<file path="src/pkg/i2c_flags_pkg.sv">
// Purpose: Constants for the I2C interrupt cause and status flag block
// Assumes: 8-bit register port, byte addresses as printed
// Notes: Bit positions follow the cause register layout
package i2c_flags_pkg;
    // ==========================================================
    // Register map
    localparam logic [11:0] CAUSE_ADDR = 12'hF51;
    localparam logic [11:0] CTRL_ADDR = 12'hF52;
    localparam logic [11:0] IRQ_STAT_ADDR = 12'hF53;
    localparam logic [11:0] IRQ_EN_ADDR = 12'hF54;
    localparam logic [11:0] IRQ_CLR_ADDR = 12'hF55;
    localparam logic [11:0] OWN_ADDR_ADDR = 12'hF56;
    localparam logic [11:0] OWN_ADDR_HI_ADDR = 12'hF57;
    // ==========================================================
    // Cause register bits
    localparam int TXE_BIT = 7;
    localparam int RXF_BIT = 6;
    localparam int ADM_BIT = 5;
    localparam int GCS_BIT = 4;
    localparam int RD_BIT = 3;
    localparam int ARB_BIT = 2;
    localparam int STP_BIT = 1;
    localparam int NCK_BIT = 0;
    localparam logic [7:0] CAUSE_RESET = 8'h80;
    // Control register bits
    localparam int CTL_EN_BIT = 0;
    localparam int CTL_GC_EN_BIT = 1;
    localparam int CTL_A10_BIT = 2;
    localparam logic [7:0] CTRL_RESET = 8'h00;
    localparam logic [7:0] IRQ_RESET = 8'h00;
    localparam logic [7:0] OWN_ADDR_RESET = 8'h00;
    // Interrupt-capable cause bits (general call and direction excluded)
    localparam logic [7:0] IRQ_CAUSE_MASK = 8'hE7;
    localparam logic [6:0] GEN_CALL_ADDR = 7'h00;
    localparam logic [4:0] TEN_BIT_PREFIX = 5'h1E;
    // Address phase states
    typedef enum logic [2:0] {
        ADR_IDLE = 3'h1,
        ADR_SECOND = 3'h2,
        ADR_DONE = 3'h4
    } adr_state_e;
endpackage

</file>
<file path="src/i2c_addr_match.sv">
// Purpose: Slave address comparison for one address byte
// Assumes: Byte as received, direction bit in bit 0
// Notes: Purely combinational
`timescale 1ns/1ns
`default_nettype none
module i2c_addr_match (
    // Received byte and setup
    input wire logic [7:0] addr_byte,
    input wire logic [6:0] own_addr,
    input wire logic gc_enable,
    // Results
    output logic own_hit,
    output logic gc_hit,
    output logic ten_prefix
);
    always_comb begin
        own_hit = (addr_byte[7:1] == own_addr);
        // General call (dir 0) and start byte (dir 1) share address zero
        gc_hit = gc_enable && (addr_byte[7:1] == i2c_flags_pkg::GEN_CALL_ADDR);
        ten_prefix = (addr_byte[7:3] == i2c_flags_pkg::TEN_BIT_PREFIX);
    end
endmodule
`default_nettype wire

</file>
<file path="src/i2c_irq_ctrl.sv">
// Purpose: Sticky interrupt status, enable and clear for cause events
// Assumes: Events are one-cycle pulses
// Notes: Set wins over a clear in the same cycle
`timescale 1ns/1ns
`default_nettype none
module i2c_irq_ctrl (
    // Clock and reset
    input wire logic core_clk,
    input wire logic resetn,
    // Events and software
    input wire logic [7:0] event_pulse,
    input wire logic en_we,
    input wire logic clr_we,
    input wire logic [7:0] wdata,
    // State
    output logic [7:0] status_q,
    output logic [7:0] enable_q,
    output logic irq
);
    always_ff @(posedge core_clk or negedge resetn) begin
        if (!resetn) begin
            status_q <= i2c_flags_pkg::IRQ_RESET;
        end else begin
            status_q <= (status_q & ~(clr_we ? wdata : 8'h00)) | event_pulse;
        end
    end

    always_ff @(posedge core_clk or negedge resetn) begin
        if (!resetn) begin
            enable_q <= i2c_flags_pkg::IRQ_RESET;
        end else if (en_we) begin
            enable_q <= wdata;
        end
    end

    assign irq = |(status_q & enable_q);
endmodule
`default_nettype wire

</file>
<file path="src/i2c_status_flags.sv">
// Purpose: Interrupt cause and status flags of an I2C controller
// Assumes: Shifter and bus timing supply one-cycle event pulses
// Notes: Cause register is read only; reading it clears address match
//
// The address-and-strobe port was chosen for this implementation.
`timescale 1ns/1ns
`default_nettype none
module i2c_status_flags (
    // Clock and reset
    input wire logic core_clk,
    input wire logic resetn,
    // Register port
    input wire logic [11:0] reg_addr,
    input wire logic [7:0] reg_wdata,
    input wire logic reg_we,
    input wire logic reg_re,
    output logic [7:0] reg_rdata,
    // Controller events
    input wire logic data_reg_write,
    input wire logic data_reg_read,
    input wire logic data_reg_empty,
    input wire logic rx_byte_done,
    input wire logic rx_shifting,
    input wire logic addr_shifting,
    input wire logic slave_mode,
    input wire logic addr_byte_valid,
    input wire logic [7:0] addr_byte,
    input wire logic start_seen,
    input wire logic arb_lost,
    input wire logic stop_restart,
    input wire logic no_ack,
    // Interrupt
    output logic i2c_irq,
    output logic controller_irq
);
    // ==========================================================
    // Registers
    logic [7:0] ctrl_q;
    logic [9:0] own_addr_q;
    logic txe_q;
    logic rxf_q;
    logic adm_q;
    logic gcs_q;
    logic rd_q;
    logic arb_q;
    logic stp_q;
    logic nck_q;
    logic [7:0] rdata_q;
    i2c_flags_pkg::adr_state_e adr_q;
    logic first_hit_q;
    logic [7:0] cause;
    logic own_hit;
    logic gc_hit;
    logic ten_prefix;
    logic enable;
    logic gc_en;
    logic ten_bit;
    logic cause_read;
    logic first_addr;
    logic second_addr;
    logic adm_set;
    logic txe_rise;
    logic rxf_rise;
    logic adm_rise;
    logic [7:0] irq_stat;
    logic [7:0] irq_en;

    assign enable = ctrl_q[i2c_flags_pkg::CTL_EN_BIT];
    assign gc_en = ctrl_q[i2c_flags_pkg::CTL_GC_EN_BIT];
    assign ten_bit = ctrl_q[i2c_flags_pkg::CTL_A10_BIT];
    assign cause_read = reg_re && (reg_addr == i2c_flags_pkg::CAUSE_ADDR);
    assign first_addr = addr_byte_valid && (adr_q == i2c_flags_pkg::ADR_IDLE);
    assign second_addr = addr_byte_valid && (adr_q == i2c_flags_pkg::ADR_SECOND);

    i2c_addr_match u_match (
        .addr_byte(addr_byte),
        .own_addr(own_addr_q[6:0]),
        .gc_enable(gc_en),
        .own_hit(own_hit),
        .gc_hit(gc_hit),
        .ten_prefix(ten_prefix)
    );

    // ==========================================================
    // Software setup registers
    always_ff @(posedge core_clk or negedge resetn) begin
        if (!resetn) begin
            ctrl_q <= i2c_flags_pkg::CTRL_RESET;
        end else if (reg_we && reg_addr == i2c_flags_pkg::CTRL_ADDR) begin
            ctrl_q <= reg_wdata;
        end
    end

    always_ff @(posedge core_clk or negedge resetn) begin
        if (!resetn) begin
            own_addr_q <= {2'h0, i2c_flags_pkg::OWN_ADDR_RESET};
        end else if (reg_we && reg_addr == i2c_flags_pkg::OWN_ADDR_ADDR) begin
            own_addr_q[7:0] <= reg_wdata;
        end else if (reg_we && reg_addr == i2c_flags_pkg::OWN_ADDR_HI_ADDR) begin
            own_addr_q[9:8] <= reg_wdata[1:0];
        end
    end

    // ==========================================================
    // Address phase tracking
    always_ff @(posedge core_clk or negedge resetn) begin
        if (!resetn) begin
            adr_q <= i2c_flags_pkg::ADR_IDLE;
            first_hit_q <= 1'b0;
        end else if (!enable || start_seen) begin
            adr_q <= i2c_flags_pkg::ADR_IDLE;
            first_hit_q <= 1'b0;
        end else begin
            case (adr_q)
                i2c_flags_pkg::ADR_IDLE: begin
                    if (addr_byte_valid) begin
                        // 10-bit slave: prefix plus upper bits must match first
                        if (ten_bit && slave_mode && ten_prefix && !gc_hit) begin
                            adr_q <= i2c_flags_pkg::ADR_SECOND;
                            first_hit_q <= (addr_byte[2:1] == own_addr_q[9:8]);
                        end else begin
                            adr_q <= i2c_flags_pkg::ADR_DONE;
                        end
                    end
                end
                i2c_flags_pkg::ADR_SECOND: begin
                    if (addr_byte_valid) begin
                        adr_q <= i2c_flags_pkg::ADR_DONE;
                    end
                end
                i2c_flags_pkg::ADR_DONE: begin
                    adr_q <= i2c_flags_pkg::ADR_DONE;
                end
                default: begin
                    adr_q <= i2c_flags_pkg::ADR_IDLE;
                end
            endcase
        end
    end

    // 7-bit: own or enabled general call; 10-bit: enabled general call or both bytes
    always_comb begin
        adm_set = 1'b0;
        if (enable && slave_mode) begin
            if (first_addr && (gc_hit || (!ten_bit && own_hit))) begin
                adm_set = 1'b1;
            end else if (second_addr && first_hit_q && addr_byte == own_addr_q[7:0]) begin
                adm_set = 1'b1;
            end
        end
    end

    // ==========================================================
    // Cause flags
    always_ff @(posedge core_clk or negedge resetn) begin
        if (!resetn) begin
            txe_q <= i2c_flags_pkg::CAUSE_RESET[i2c_flags_pkg::TXE_BIT];
        end else if (data_reg_write) begin
            txe_q <= 1'b0;
        end else begin
            txe_q <= enable && data_reg_empty;
        end
    end

    always_ff @(posedge core_clk or negedge resetn) begin
        if (!resetn) begin
            rxf_q <= 1'b0;
        end else if (enable && rx_byte_done) begin
            rxf_q <= 1'b1;
        end else if (data_reg_read) begin
            rxf_q <= 1'b0;
        end
    end

    always_ff @(posedge core_clk or negedge resetn) begin
        if (!resetn) begin
            adm_q <= 1'b0;
        end else if (adm_set) begin
            adm_q <= 1'b1;
        end else if (cause_read || !enable) begin
            adm_q <= 1'b0;
        end
    end

    always_ff @(posedge core_clk or negedge resetn) begin
        if (!resetn) begin
            gcs_q <= 1'b0;
        end else if (!enable) begin
            gcs_q <= 1'b0;
        end else if (first_addr && slave_mode) begin
            gcs_q <= gc_hit;
        end
    end

    always_ff @(posedge core_clk or negedge resetn) begin
        if (!resetn) begin
            rd_q <= 1'b0;
        end else if (!enable) begin
            rd_q <= 1'b0;
        end else if (first_addr) begin
            rd_q <= addr_byte[0];
        end
    end

    always_ff @(posedge core_clk or negedge resetn) begin
        if (!resetn) begin
            arb_q <= 1'b0;
            stp_q <= 1'b0;
            nck_q <= 1'b0;
        end else begin
            arb_q <= enable && (arb_lost || (arb_q && !cause_read));
            stp_q <= enable && (stop_restart || (stp_q && !cause_read));
            nck_q <= enable && (no_ack || (nck_q && !cause_read));
        end
    end

    assign cause = {txe_q, rxf_q, adm_q, gcs_q, rd_q, arb_q, stp_q, nck_q};

    // Controller interrupt from cause bits that may request one
    always_comb begin
        controller_irq = |(cause & i2c_flags_pkg::IRQ_CAUSE_MASK);
        if (txe_q && (rx_shifting || (addr_shifting && rd_q))) begin
            controller_irq = |(cause & i2c_flags_pkg::IRQ_CAUSE_MASK & 8'h7F);
        end
    end

    // ==========================================================
    // Sticky status of rising flag events
    logic txe_d1_q;
    logic rxf_d1_q;
    logic adm_d1_q;
    always_ff @(posedge core_clk or negedge resetn) begin
        if (!resetn) begin
            txe_d1_q <= 1'b1;
            rxf_d1_q <= 1'b0;
            adm_d1_q <= 1'b0;
        end else begin
            txe_d1_q <= txe_q;
            rxf_d1_q <= rxf_q;
            adm_d1_q <= adm_q;
        end
    end
    assign txe_rise = txe_q && !txe_d1_q;
    assign rxf_rise = rxf_q && !rxf_d1_q;
    assign adm_rise = adm_q && !adm_d1_q;

    i2c_irq_ctrl u_irq (
        .core_clk(core_clk),
        .resetn(resetn),
        .event_pulse({txe_rise, rxf_rise, adm_rise, 2'h0,
                      enable && arb_lost, enable && stop_restart, enable && no_ack}),
        .en_we(reg_we && reg_addr == i2c_flags_pkg::IRQ_EN_ADDR),
        .clr_we(reg_we && reg_addr == i2c_flags_pkg::IRQ_CLR_ADDR),
        .wdata(reg_wdata & i2c_flags_pkg::IRQ_CAUSE_MASK),
        .status_q(irq_stat),
        .enable_q(irq_en),
        .irq(i2c_irq)
    );

    // ==========================================================
    // Read data, one cycle after the strobe
    always_ff @(posedge core_clk or negedge resetn) begin
        if (!resetn) begin
            rdata_q <= 8'h00;
        end else if (reg_re) begin
            if (reg_addr == i2c_flags_pkg::CAUSE_ADDR) begin
                rdata_q <= cause;
            end else if (reg_addr == i2c_flags_pkg::CTRL_ADDR) begin
                rdata_q <= ctrl_q;
            end else if (reg_addr == i2c_flags_pkg::IRQ_STAT_ADDR) begin
                rdata_q <= irq_stat;
            end else if (reg_addr == i2c_flags_pkg::IRQ_EN_ADDR) begin
                rdata_q <= irq_en;
            end else if (reg_addr == i2c_flags_pkg::OWN_ADDR_ADDR) begin
                rdata_q <= own_addr_q[7:0];
            end else if (reg_addr == i2c_flags_pkg::OWN_ADDR_HI_ADDR) begin
                rdata_q <= {6'h00, own_addr_q[9:8]};
            end else begin
                rdata_q <= 8'h00;
            end
        end else begin
            rdata_q <= 8'h00;
        end
    end
    assign reg_rdata = rdata_q;
endmodule
`default_nettype wire

</file>
<file path="config.mk">
export PLATFORM = sky130hd
export DESIGN_NAME = i2c_status_flags
export DESIGN_NICKNAME = d
export VERILOG_FILES = /design/src/pkg/i2c_flags_pkg.sv /design/src/i2c_addr_match.sv /design/src/i2c_irq_ctrl.sv /design/src/i2c_status_flags.sv
export SDC_FILE = /design/constraint.sdc
export NUM_CORES = 1
export LEC_CHECK = 0
export BUFFER_PORTS_ARGS = -buffer_cell sky130_fd_sc_hd__buf_4
export CORE_UTILIZATION = 55
export DETAILED_ROUTE_END_ITERATION = 8
export PLACE_DENSITY_LB_ADDON = 0.2
export SLEW_MARGIN = 10
export SYNTH_ARGS = -nofsm -noshare
export SYNTH_HDL_FRONTEND = slang
export SYNTH_HIERARCHICAL = 1
export SYNTH_SLANG_ARGS = --single-unit
</file>
<file path="constraint.sdc">
create_clock -name core_clk -period 2.6 [get_ports core_clk]
set_input_delay 0.13 -clock core_clk [delete_from_list [all_inputs] [get_ports core_clk]]
set_output_delay 0.13 -clock core_clk [all_outputs]
set_load 0.005 [all_outputs]
</file>
Word level (Yosys, flattened, before mapping). Index checks and enable logic that the tools add are counted.

Eq/ne operators: 18. Reduce and logical (&&, ||, !) cells: 60. Mux-type cells: 30. Bitwise logic cells: 5.

Operator list (number): 12-bit equality test (second input constant) (7); 8-bit 2-to-1 mux (7); 1-bit logical AND (34); 1-bit 2-to-1 mux (17); 8-bit AND (2); 3-bit 2-to-1 mux (4); 2-bit nonzero test (5); 3-bit one-hot mux with 3 select lines (1); 8-bit equality test (1); 8-bit inverter (1); 8-bit OR (1); 8-bit OR reduction (1); 7-bit equality test (1); 1-bit logical NOT (7); 7-bit logical NOT (1); 1-bit logical OR (7); 3-bit by 2-bit inequality test with 1-bit output (second input constant) (2); 6-bit OR reduction (1); 5-bit equality test (second input constant) (1); 5-bit OR reduction (1); 2-bit by 1-bit inequality test with 1-bit output (second input constant) (2); 2-bit AND reduction (2); 3-bit by 1-bit equality test with 1-bit output (second input constant) (1); 3-bit by 2-bit equality test with 1-bit output (second input constant) (1); other kinds (5) (5).

Output and inout port bits: 10. Word-level logic and storage cells: 132. Bits of input ports: 44. Register bits after elaboration: 55.

Logic depth before layout (Yosys ltp). Gate-level depths: netlist (run 1).

Depth in word-level cells: 8. Depth in mapped cells: 7. Depth with buffers taken out: 6.

Modules after synthesis. The synthesis (run 1) kept the hierarchy.

By module, submodules not included: i2c_status_flags (seq. area each 1029.7 um2, cells each 213, area each 2277.2 um2, times used 1); i2c_irq_ctrl (seq. area each 400.4 um2, cells each 47, area each 663.1 um2, times used 1); i2c_addr_match (seq. area each 0.0 um2, cells each 14, area each 110.1 um2, times used 1).

Worst setup path before layout (run 1). No wires, ideal clock.

Path type: input to register. From: input reg_addr[5]. To: register u_irq.enable_q[0]. Buffers on the path: 1. Stages: 5. Setup slack: 1.182 ns. Arrival: 1.293 ns. Path through: and4b_1 > nand2_1 > nor4_1 > buf_6 > mux2_4.

Word-level cells in the longest chain between the ends: 2.

Ends and longest elaborated chain: from (decl) (RTL line i2c_status_flags.sv:13) `input wire logic [11:0] reg_addr,`; 12-bit equality test (RTL line i2c_status_flags.sv:252) `.en_we(reg_we && reg_addr == i2c_flags_pkg::IRQ_EN_ADDR),`; 1-bit logical AND (RTL line i2c_status_flags.sv:252); to (signal assigned) (RTL line i2c_irq_ctrl.sv:30) `enable_q <= i2c_flags_pkg::IRQ_RESET;`; to (signal assigned) (RTL line i2c_irq_ctrl.sv:32) `enable_q <= wdata;`; to (decl) (RTL line i2c_irq_ctrl.sv:17) `output logic [7:0] enable_q,`.

Every way passes these cells. A chain may end at the register's enable or synchronous reset.

Worst setup path after layout (run 1).
From: register ctrl_q[0]. To: register rxf_q.

Word-level cells in the longest chain between the ends: 2. Elaborated cells on any way between the ends: 3. Those cells by class: mux: 1; reduce/logical: 2.

Ends and longest elaborated chain: from (decl) (RTL line i2c_status_flags.sv:38) `logic [7:0] ctrl_q;`; from (signal assigned) (RTL line i2c_status_flags.sv:88) `ctrl_q <= i2c_flags_pkg::CTRL_RESET;`; from (signal assigned) (RTL line i2c_status_flags.sv:90) `ctrl_q <= reg_wdata;`; 1-bit logical AND (*) (RTL line i2c_status_flags.sv:168) `end else if (enable && rx_byte_done) begin`; 1-bit 2-to-1 mux or 2-bit nonzero test (tied branches); to (signal assigned) (RTL line i2c_status_flags.sv:167) `rxf_q <= 1'b0;`; to (signal assigned) (RTL line i2c_status_flags.sv:169) `rxf_q <= 1'b1;`; to (signal assigned) (RTL line i2c_status_flags.sv:171) `rxf_q <= 1'b0;`; to (decl) (RTL line i2c_status_flags.sv:41) `logic rxf_q;`.

Every way passes the cells marked *; elsewhere a longest branch is shown, timed or not.

==> metrics.yaml, run 1 <==
synthSimpleGateAreaFrac_pct: 19.9
timing.critical_path.arrival_ps: 1800
final-setup-viol-count: 0
synth-xor-area-share_pct: 4.88
place_inst: 393
detail_route.drc_violations: 0
post_synth_fa_ha_maj_area_fraction_pct: 0
die_width_um: 76.5
max_freq_mhz: 659
post_dp_cell_area_um2: 3490
path_max_fanout: 17
worst_hold_path_type: "in2reg"
critPathRequiredTime_ps: 2880
maxSlewHeadroom_pct: 52.1
finalHoldViolCount: 0
irDropWorstVdd_mv: 0.396
worst-setup-path-type: "reg2reg"
boundaryPins: 54
buffer_ports.inserted: 53
worstSkewPairLatency_ps: 340
final_cell_area_um2: 3750
cts_htree_levels: 3
finalCriticalPeriod_ps: 1520
crit_path_end_kind: "flip-flop"
initial_core_utilization_pct: 58.2
syn_inst: 274
finalCritPeriodShare_pct: 58.4
grt_usage_pct: 28.2
power_per_cell_area_nw_per_um2: 520
avgViaCountPerCell: 5.87
routed_wirelength_um: 7510
design.core.area_um2: 5240
grt_pass1_vias: 2489
drt_iter0_drc: 210
number_of_nets_still_failing_antenna_checks_after_routing: 0
cts-resized-gates: 0
share_of_the_synthesized_area_in_compound_gates_ao_oa_aoi_oai_pct: 11.2
post-dp-hpwl_um: 5320
leakage_power_uw: 0.00175
drv_cap: 0
worst_clock_skew_ps: 6.18
startpoint_type: "flip-flop"
fp-row-count: 26
netlist_area_um2: 3050
final_cells: 414
antenna_violations_before_repair: 0
antenna_cells_inserted: 0
cts-buffers-inserted: 9
run_status: "finished clean"
synth-edff-count: 0
design.final.nets: 383
clkSinkCount: 57
drt_first_pass_iters: 4
final_layout_size_suffix_gt1_share_pct: 31.4
yosys_warnings: 6
clock-root-buffer: "sky130_fd_sc_hd__clkbuf_8"
area_growth_from_synthesis_to_final_layout_pct: 23.1
clkSlewWorstSetupHoldPaths_ps: 70
synth.yosys.seq_area_share_pct: 46.9
netlist-cell-type-count: 51
largest_net_degree_at_the_start_of_global_routing: 58
final_max_tran_viols: 0
final.fill_count: 407
yosys_reg_bits: 57
max_slew.worst_pin.slew_ps: 719
cts_max_path_buffers: 2
dr_total_vias: 2431
grt_overflow_total: 0
grt_first_pass_wirelength_um: 12400
gp_routability_congestion: 0.797
synth_async_sr_flop_share_pct: 100
die_h_um: 76.5
synthesis.area_per_instance_um2: 11.1
accumulated_negative_setup_slack_ps: 0
cts_tree: "done"
muxShareOfSynthArea_pct: 13.9
detail_route.wl_per_cell_um: 18.1
setup_repair_after_global_routing_missed_its_margin: "false"
combinational_family_with_the_most_area_after_synthesis: "simple AND/OR/NAND/NOR gates"
synth_ff_type: "sky130_fd_sc_hd__dfrtp_1"
floorplan.die_area_um2: 5850
-- worst max-delay path: stages (launching register included) --
cell                            delay [ps]
sky130_fd_sc_hd__dfrtp_1               720
sky130_fd_sc_hd__nand2_1                90
sky130_fd_sc_hd__o21ai_0                90
sky130_fd_sc_hd__dlygate4sd3_1         560
-- sequential cells by signal (all words and copies together), names as in the netlist, 3 cells and up --
signal and count:
u_irq/enable_q 8, reg_rdata 8, own_addr_q 10, adr_q 3, ctrl_q 8, u_irq/status_q 8
-- cell usage in the layout (no fill, tap or decap), types with 3 or more instances in the layout --
cell	synthesis	layout
sky130_fd_sc_hd__a22oi_1	4	4
sky130_fd_sc_hd__nor2b_1	13	13
sky130_fd_sc_hd__mux2_2	15	15
sky130_fd_sc_hd__mux2_4	11	11
sky130_fd_sc_hd__and2_1	3	3
sky130_fd_sc_hd__nand3_1	7	7
sky130_fd_sc_hd__clkbuf_8	0	12
sky130_fd_sc_hd__nand2_1	18	18
sky130_fd_sc_hd__nor2_1	16	16
sky130_fd_sc_hd__dfrtp_1	54	54
sky130_fd_sc_hd__o211ai_1	5	5
sky130_fd_sc_hd__xnor2_1	13	13
sky130_fd_sc_hd__a21o_1	8	8
sky130_fd_sc_hd__mux2i_1	9	9
sky130_fd_sc_hd__xor2_1	4	4
sky130_fd_sc_hd__nor3_1	7	7
sky130_fd_sc_hd__dfstp_2	3	3
sky130_fd_sc_hd__buf_4	1	55
sky130_fd_sc_hd__a221o_1	5	5
sky130_fd_sc_hd__o21ai_0	7	7
sky130_fd_sc_hd__and4b_1	3	3
sky130_fd_sc_hd__nand4_1	6	6
sky130_fd_sc_hd__dlygate4sd3_1	0	5
sky130_fd_sc_hd__conb_1	1	6
sky130_fd_sc_hd__a21oi_1	10	10
sky130_fd_sc_hd__nand2b_1	8	8
-- final timing paths --
| kind | start | end | slack, ps | cells after the start |
|---|---|---|---|---|
| max in group asynchronous | resetn | ctrl_q[7]$_DFFE_PN0P_ | 1730 | 2 |
| min in group asynchronous | resetn | reg_rdata[5]$_DFF_PN0_ | 380 | 2 |
| min | start_seen | adr_q[0]$_DFFE_PN1P_ | 30 | 3 |
| min reg2reg | txe_q$_DFF_PN1_ | txe_d1_q$_DFF_PN1_ | 390 | 0 |
| max | ctrl_q[0]$_DFFE_PN0P_ | rxf_q$_DFFE_PN0P_ | 1080 | 3 |
| max reg2reg | ctrl_q[0]$_DFFE_PN0P_ | rxf_q$_DFFE_PN0P_ | 1080 | 3 |
-- cell families after synthesis --
kind of cell / Yosys count
AND/OR/NAND/NOR: 102
flip-flops: 57
AO/OA/AOI/OAI: 49
multiplexers: 35
XOR/XNOR: 17
buffers and inverters: 13
other: 1
-- Yosys cell counts (3+ instances only) --
library cell	instances	share of area [%]
sky130_fd_sc_hd__mux2_4	11	5.4
sky130_fd_sc_hd__xor2_1	4	1.1
sky130_fd_sc_hd__o21ai_0	7	1.1
sky130_fd_sc_hd__nor2b_1	13	2.7
sky130_fd_sc_hd__nand2_1	18	2.2
sky130_fd_sc_hd__and4b_1	3	0.98
sky130_fd_sc_hd__a22oi_1	4	0.98
sky130_fd_sc_hd__nor2_1	16	2.0
sky130_fd_sc_hd__mux2_2	15	5.5
sky130_fd_sc_hd__dfrtp_1	54	44
sky130_fd_sc_hd__xnor2_1	13	3.7
sky130_fd_sc_hd__a21oi_1	10	1.6
sky130_fd_sc_hd__a21o_1	8	2.0
sky130_fd_sc_hd__buf_2	3	0.49
sky130_fd_sc_hd__nor4_1	3	0.62
sky130_fd_sc_hd__nor3_1	7	1.1
sky130_fd_sc_hd__dfstp_2	3	2.6
sky130_fd_sc_hd__nand4_1	6	1.2
sky130_fd_sc_hd__o211ai_1	5	1.2
sky130_fd_sc_hd__and2_1	3	0.62
sky130_fd_sc_hd__nand2b_1	8	1.6
sky130_fd_sc_hd__a221o_1	5	1.6
sky130_fd_sc_hd__mux2i_1	9	3.0
sky130_fd_sc_hd__nand3_1	7	1.1
sky130_fd_sc_hd__buf_6	5	1.8
-- per-layer routing --
layer	GRT usage, %	routed length [um]
met5	0	0
met4	16.2	233
met3	5.03	493
met2	43.1	3520
met1	37.6	3260
-- final cells by class --
| type | instances | area (um2) | share of cell area, % |
|---|---|---|---|
| multi-input cells | 209 | 1550 | 41.3 |
| repair buffers | 60 | 463 | 12.3 |
| clock inverters | 4 | 50.0 | 1.33 |
| flip-flops and latches | 57 | 1430 | 38.1 |
| inverters | 2 | 7.51 | 0.200 |
| well taps | 70 | 87.6 | 2.33 |
| clock buffers | 12 | 165 | 4.40 |
-- repair_timing --
item,in CTS,in global routing
hold buffers,5,0
setup buffers,0,0
endpoints found under the hold margin,56,0
-- power breakdown --
| group | internal, uW | switching (uW) | leakage (uW) | total, uW |
|---|---|---|---|---|
| Clock | 519 | 363 | 0.000105 | 882 |
| Sequential | 894 | 6.63 | 0.000772 | 900 |
| Combinational | 84.4 | 87.1 | 0.000878 | 171 |
-- through the flow --
stage | worst slack (ps) | hold WS [ps] | utilization (%) | total power [uW]
finish | 1080 | 30.9 | 71.7 | 1950
global route | 928 | 27.0 | 71.7 | 2020
CTS | 1070 | 24.3 | 71.7 | 1960
detailed placement | 882 | 228 | 66.6 | 1080
global placement | 922 | 227 | 66.6 | 1080
floorplan | 1180 | -166 | - | 991
No activity file was read; power rests on OpenSTA's default activity.
==> run 2, diff against run 1 <==
Settings changed: ABC_AREA from default to 1.
Clock period 2.6 ns to 1.5 ns, I/O delays scaled along.
==> run 2 against run 1 <==
Against the previous run:
- critical path depth unchanged
- worst hold slack worse by 15 ps
- count of clock-buffer cells in the layout is the same
- register-to-register slack worse by 920 ps
- via count is 26% higher
- core utilization grew 1.7 points
- design area up 8.3%
- largest power group unchanged
- area after synthesis is 4.2% higher
- highest routed layer unchanged
- wire length is 7.1% higher
==> metrics.yaml, run 2 <==
run_status: "finished clean"
synth_top_cells_by_count: "sky130_fd_sc_hd__nand2_1, sky130_fd_sc_hd__inv_1, sky130_fd_sc_hd__dfrtp_1"
number_of_nets_still_failing_antenna_checks_after_routing: 0  # unchanged
cts_tree: "done"
yosys.area.top_type: "sky130_fd_sc_hd__dfrtp_1"
buffer_ports.inserted: 53  # unchanged
final-setup-viol-count: 0  # unchanged
fp-row-count: 27  # +3.8%
layout_common_cells: "sky130_fd_sc_hd__nand2_1, sky130_fd_sc_hd__buf_4, sky130_fd_sc_hd__inv_1, sky130_fd_sc_hd__dfrtp_1, sky130_fd_sc_hd__nor2_1"
timing.critical_path.arrival_ps: 1270  # -530 ps
setup_repair_after_global_routing_missed_its_margin: "false"
postLayoutCoreUtil_pct: 73.4  # +1.7 points
largest_register_ffs: 10  # unchanged
crit-reg2reg-capture: "rxf_q$_DFFE_PN0P_"
design.core.area_um2: 5540  # +5.8%
final_layout_size_suffix_gt1_share_pct: 21.6  # -9.8 points
routed_wirelength_um: 8050  # +7.1%
gp_routability_congestion: 0.917  # +15%
drt_iter0_drc: 184  # -12%
final_max_tran_viols: 0  # unchanged
antenna_violations_before_repair: 0  # unchanged
grt_usage_pct: 29.5  # +1.4 points
grt_first_pass_wirelength_um: 13500  # +8.4%
synth_top_cells_by_area: "sky130_fd_sc_hd__dfrtp_1, sky130_fd_sc_hd__nand2_1, sky130_fd_sc_hd__inv_1"
clock-root-buffer: "sky130_fd_sc_hd__clkbuf_8"
dp_worst_setup_slack_ps: 43.5  # -838 ps
synth_async_sr_flop_share_pct: 100  # unchanged
int_power_uw: 2380  # +59%
worst-setup-path-type: "reg2out"
accumulated_negative_setup_slack_ps: 0  # unchanged
rr_worst_depth: 4  # +1
synthesis.area_per_instance_um2: 7.34  # -34%
most_common_library_cell_in_the_layout_ignoring_fill_and_taps: "sky130_fd_sc_hd__nand2_1"
finalCritPeriodShare_pct: 89.8
power_frac_seq_pct: 49.5  # +3.4 points
detail_route.wl_per_cell_um: 13.4  # -26%
largest_register: "own_addr_q"
syn_inst: 433  # +58%
post-dp-hpwl_um: 6180  # +16%
sw_frac_of_total_pct: 24.5  # +1.2 points
leakage_power_uw: 0.00209  # +19%
detail_route.drc_violations: 0  # unchanged
r2r_start: "ctrl_q[0]$_DFFE_PN0P_"
p_clk_share_pct: 41.1  # -4.0 points
max_freq_mhz: 742
design.final.nets: 568  # +48%
synth.yosys.seq_area_share_pct: 45.0  # -1.9 points
dr_total_vias: 3067  # +26%
antenna_cells_inserted: 0  # unchanged
area_growth_from_synthesis_to_final_layout_pct: 27.9
finalCriticalPeriod_ps: 1350
yosys_warnings: 6  # unchanged
comb_power_share_pct: 9.4  # +0.6 points
crit_path_end: "controller_irq"
die_width_um: 78.0  # +2.0%
initial_core_utilization_pct: 57.4  # -0.86 points
worst_clock_skew_ps: 8.43  # +2.25 ps
worstSkewPairLatency_ps: 340  # about the same
yosysTopAreaCellShare_pct: 42.5  # -1.8 points
clkSinkCount: 57  # unchanged
crit_path_end_kind: "primary output"
synth-edff-count: 0  # unchanged
cts_max_path_buffers: 2  # unchanged
drv_cap: 0  # unchanged
critPathRequiredTime_ps: 1420  # -1460 ps
most_instantiated_library_cell_after_synthesis: "sky130_fd_sc_hd__nand2_1"
timing.final.ws_setup_ps: 153  # -930 ps
power_per_cell_area_nw_per_um2: 775  # +49%
crit_path_start: "txe_q$_DFF_PN1_"
avgViaCountPerCell: 5.10  # -13%
cts_htree_levels: 3  # unchanged
largest_net_degree_at_the_start_of_global_routing: 34  # -41%
worst_hold_path_type: "in2reg"
die_h_um: 78.0  # +2.0%
yosys_reg_bits: 57  # unchanged
netlist-cell-type-count: 31  # -39%
finalHoldViolCount: 0  # unchanged
cts-buffers-inserted: 9  # unchanged
irDropWorstVdd_mv: 0.673  # +70%
grt_overflow_total: 0  # unchanged
floorplan.die_area_um2: 6090  # +4.1%
synth_ff_type: "sky130_fd_sc_hd__dfrtp_1"
boundaryPins: 54  # unchanged
netlist_area_um2: 3180  # +4.2%
timing.reg2reg.setup_slack_ps: 160  # -920 ps
design_power_total_uw: 3150  # +61%
cts_post_setup_buffers_inserted: 0  # unchanged
startpoint_type: "flip-flop"
timing.hold.ws_ps: 16.2  # -14.7 ps
grt_pass1_vias: 2947  # +18%
net-switching-power_uw: 774  # +69%
path_max_fanout: 4  # -13
drt_first_pass_iters: 4  # unchanged
clkSlewWorstSetupHoldPaths_ps: 70  # about the same
run 2: cell types whose count changed after synthesis, moves of 12 or more:
cell	previous run	this run
sky130_fd_sc_hd__o21ai_0	7	34
sky130_fd_sc_hd__nor2_1	16	45
sky130_fd_sc_hd__nand3_1	7	25
sky130_fd_sc_hd__xnor2_1	13	1
sky130_fd_sc_hd__nor2b_1	13	0
sky130_fd_sc_hd__mux2_2	15	0
sky130_fd_sc_hd__nand2_1	18	126
sky130_fd_sc_hd__inv_1	2	59
run 2: cell families (layout without fill, tap and decap cells):
kind of cell	after synthesis	in the layout	share of synthesized area [%]
AO/OA/AOI/OAI	79	79	14.5
AND/OR/NAND/NOR	223	223	30.6
flip-flops	57	57	45.0
other	1	6	0.118
XOR/XNOR	1	1	0.276
buffers and inverters	72	163	9.56
run 2: worst min path at each step:
stage | cells past startpoint | slack (ps) | startpoint | end
4_1_cts | 3 | 8 | addr_byte[0] | rd_q$_DFFE_PN0P_
3_3_place_gp | 1 | 40 | resetn | own_addr_q[8]$_DFFE_PN0P_
3_5_place_dp | 1 | 40 | resetn | own_addr_q[8]$_DFFE_PN0P_
5_1_grt | 3 | 30 | reg_wdata[4] | ctrl_q[4]$_DFFE_PN0P_
6_report | 3 | 20 | addr_byte[0] | rd_q$_DFFE_PN0P_
2_1_floorplan | 0 | -220 | resetn | adm_d1_q$_DFF_PN0_
run 2: critical path, cell delays in order, from the launching register on:
cell and delay [ps]:
sky130_fd_sc_hd__dfstp_2 560, sky130_fd_sc_hd__nand2_1 60, sky130_fd_sc_hd__o2111ai_1 170, sky130_fd_sc_hd__buf_4 140
run 2: area by class of cell:
type	instances	area (um2)
fill	455	1470
multi-input combinational	309	1460
sequential	57	1430
timing repair buffer	82	656
inverter	65	244
clock buffer	12	155
tap	72	90.1
clock inverter	4	27.5
run 2: power groups by stage:
stage	Sequential (uW)	Clock, uW	Combinational, uW
final	1560	1300	295
after global routing	1560	1380	329
after CTS	1560	1330	295
after detailed placement	1590	0	265
after global placement	1590	0	260
after floorplan	1590	0	95.5
run 2: repair_timing:
item / CTS / global route
hold buffers: 16 / 0
hold endpoints to repair: 43 / 0
setup endpoints to repair: 0 / 1
gates resized for setup: 0 / 1
run 2: routing by layer:
metal | GRT usage (%) | vias to the layer above | part of all wire [%]
li1 | - | 1548 | -
met1 | 35.3 | 1425 | 43
met2 | 51.4 | 74 | 49
met3 | 4.53 | 20 | 3.9
met4 | 15.7 | 0 | 3.7
met5 | 0 | - | 0
run 2: metrics by stage:
step / instance area (um2) / cells
floorplan: 3200 / 438
global placement: 3720 / 569
detailed placement: 3720 / 569
CTS: 4070 / 601
global route: 4070 / 601
finish: 4070 / 601
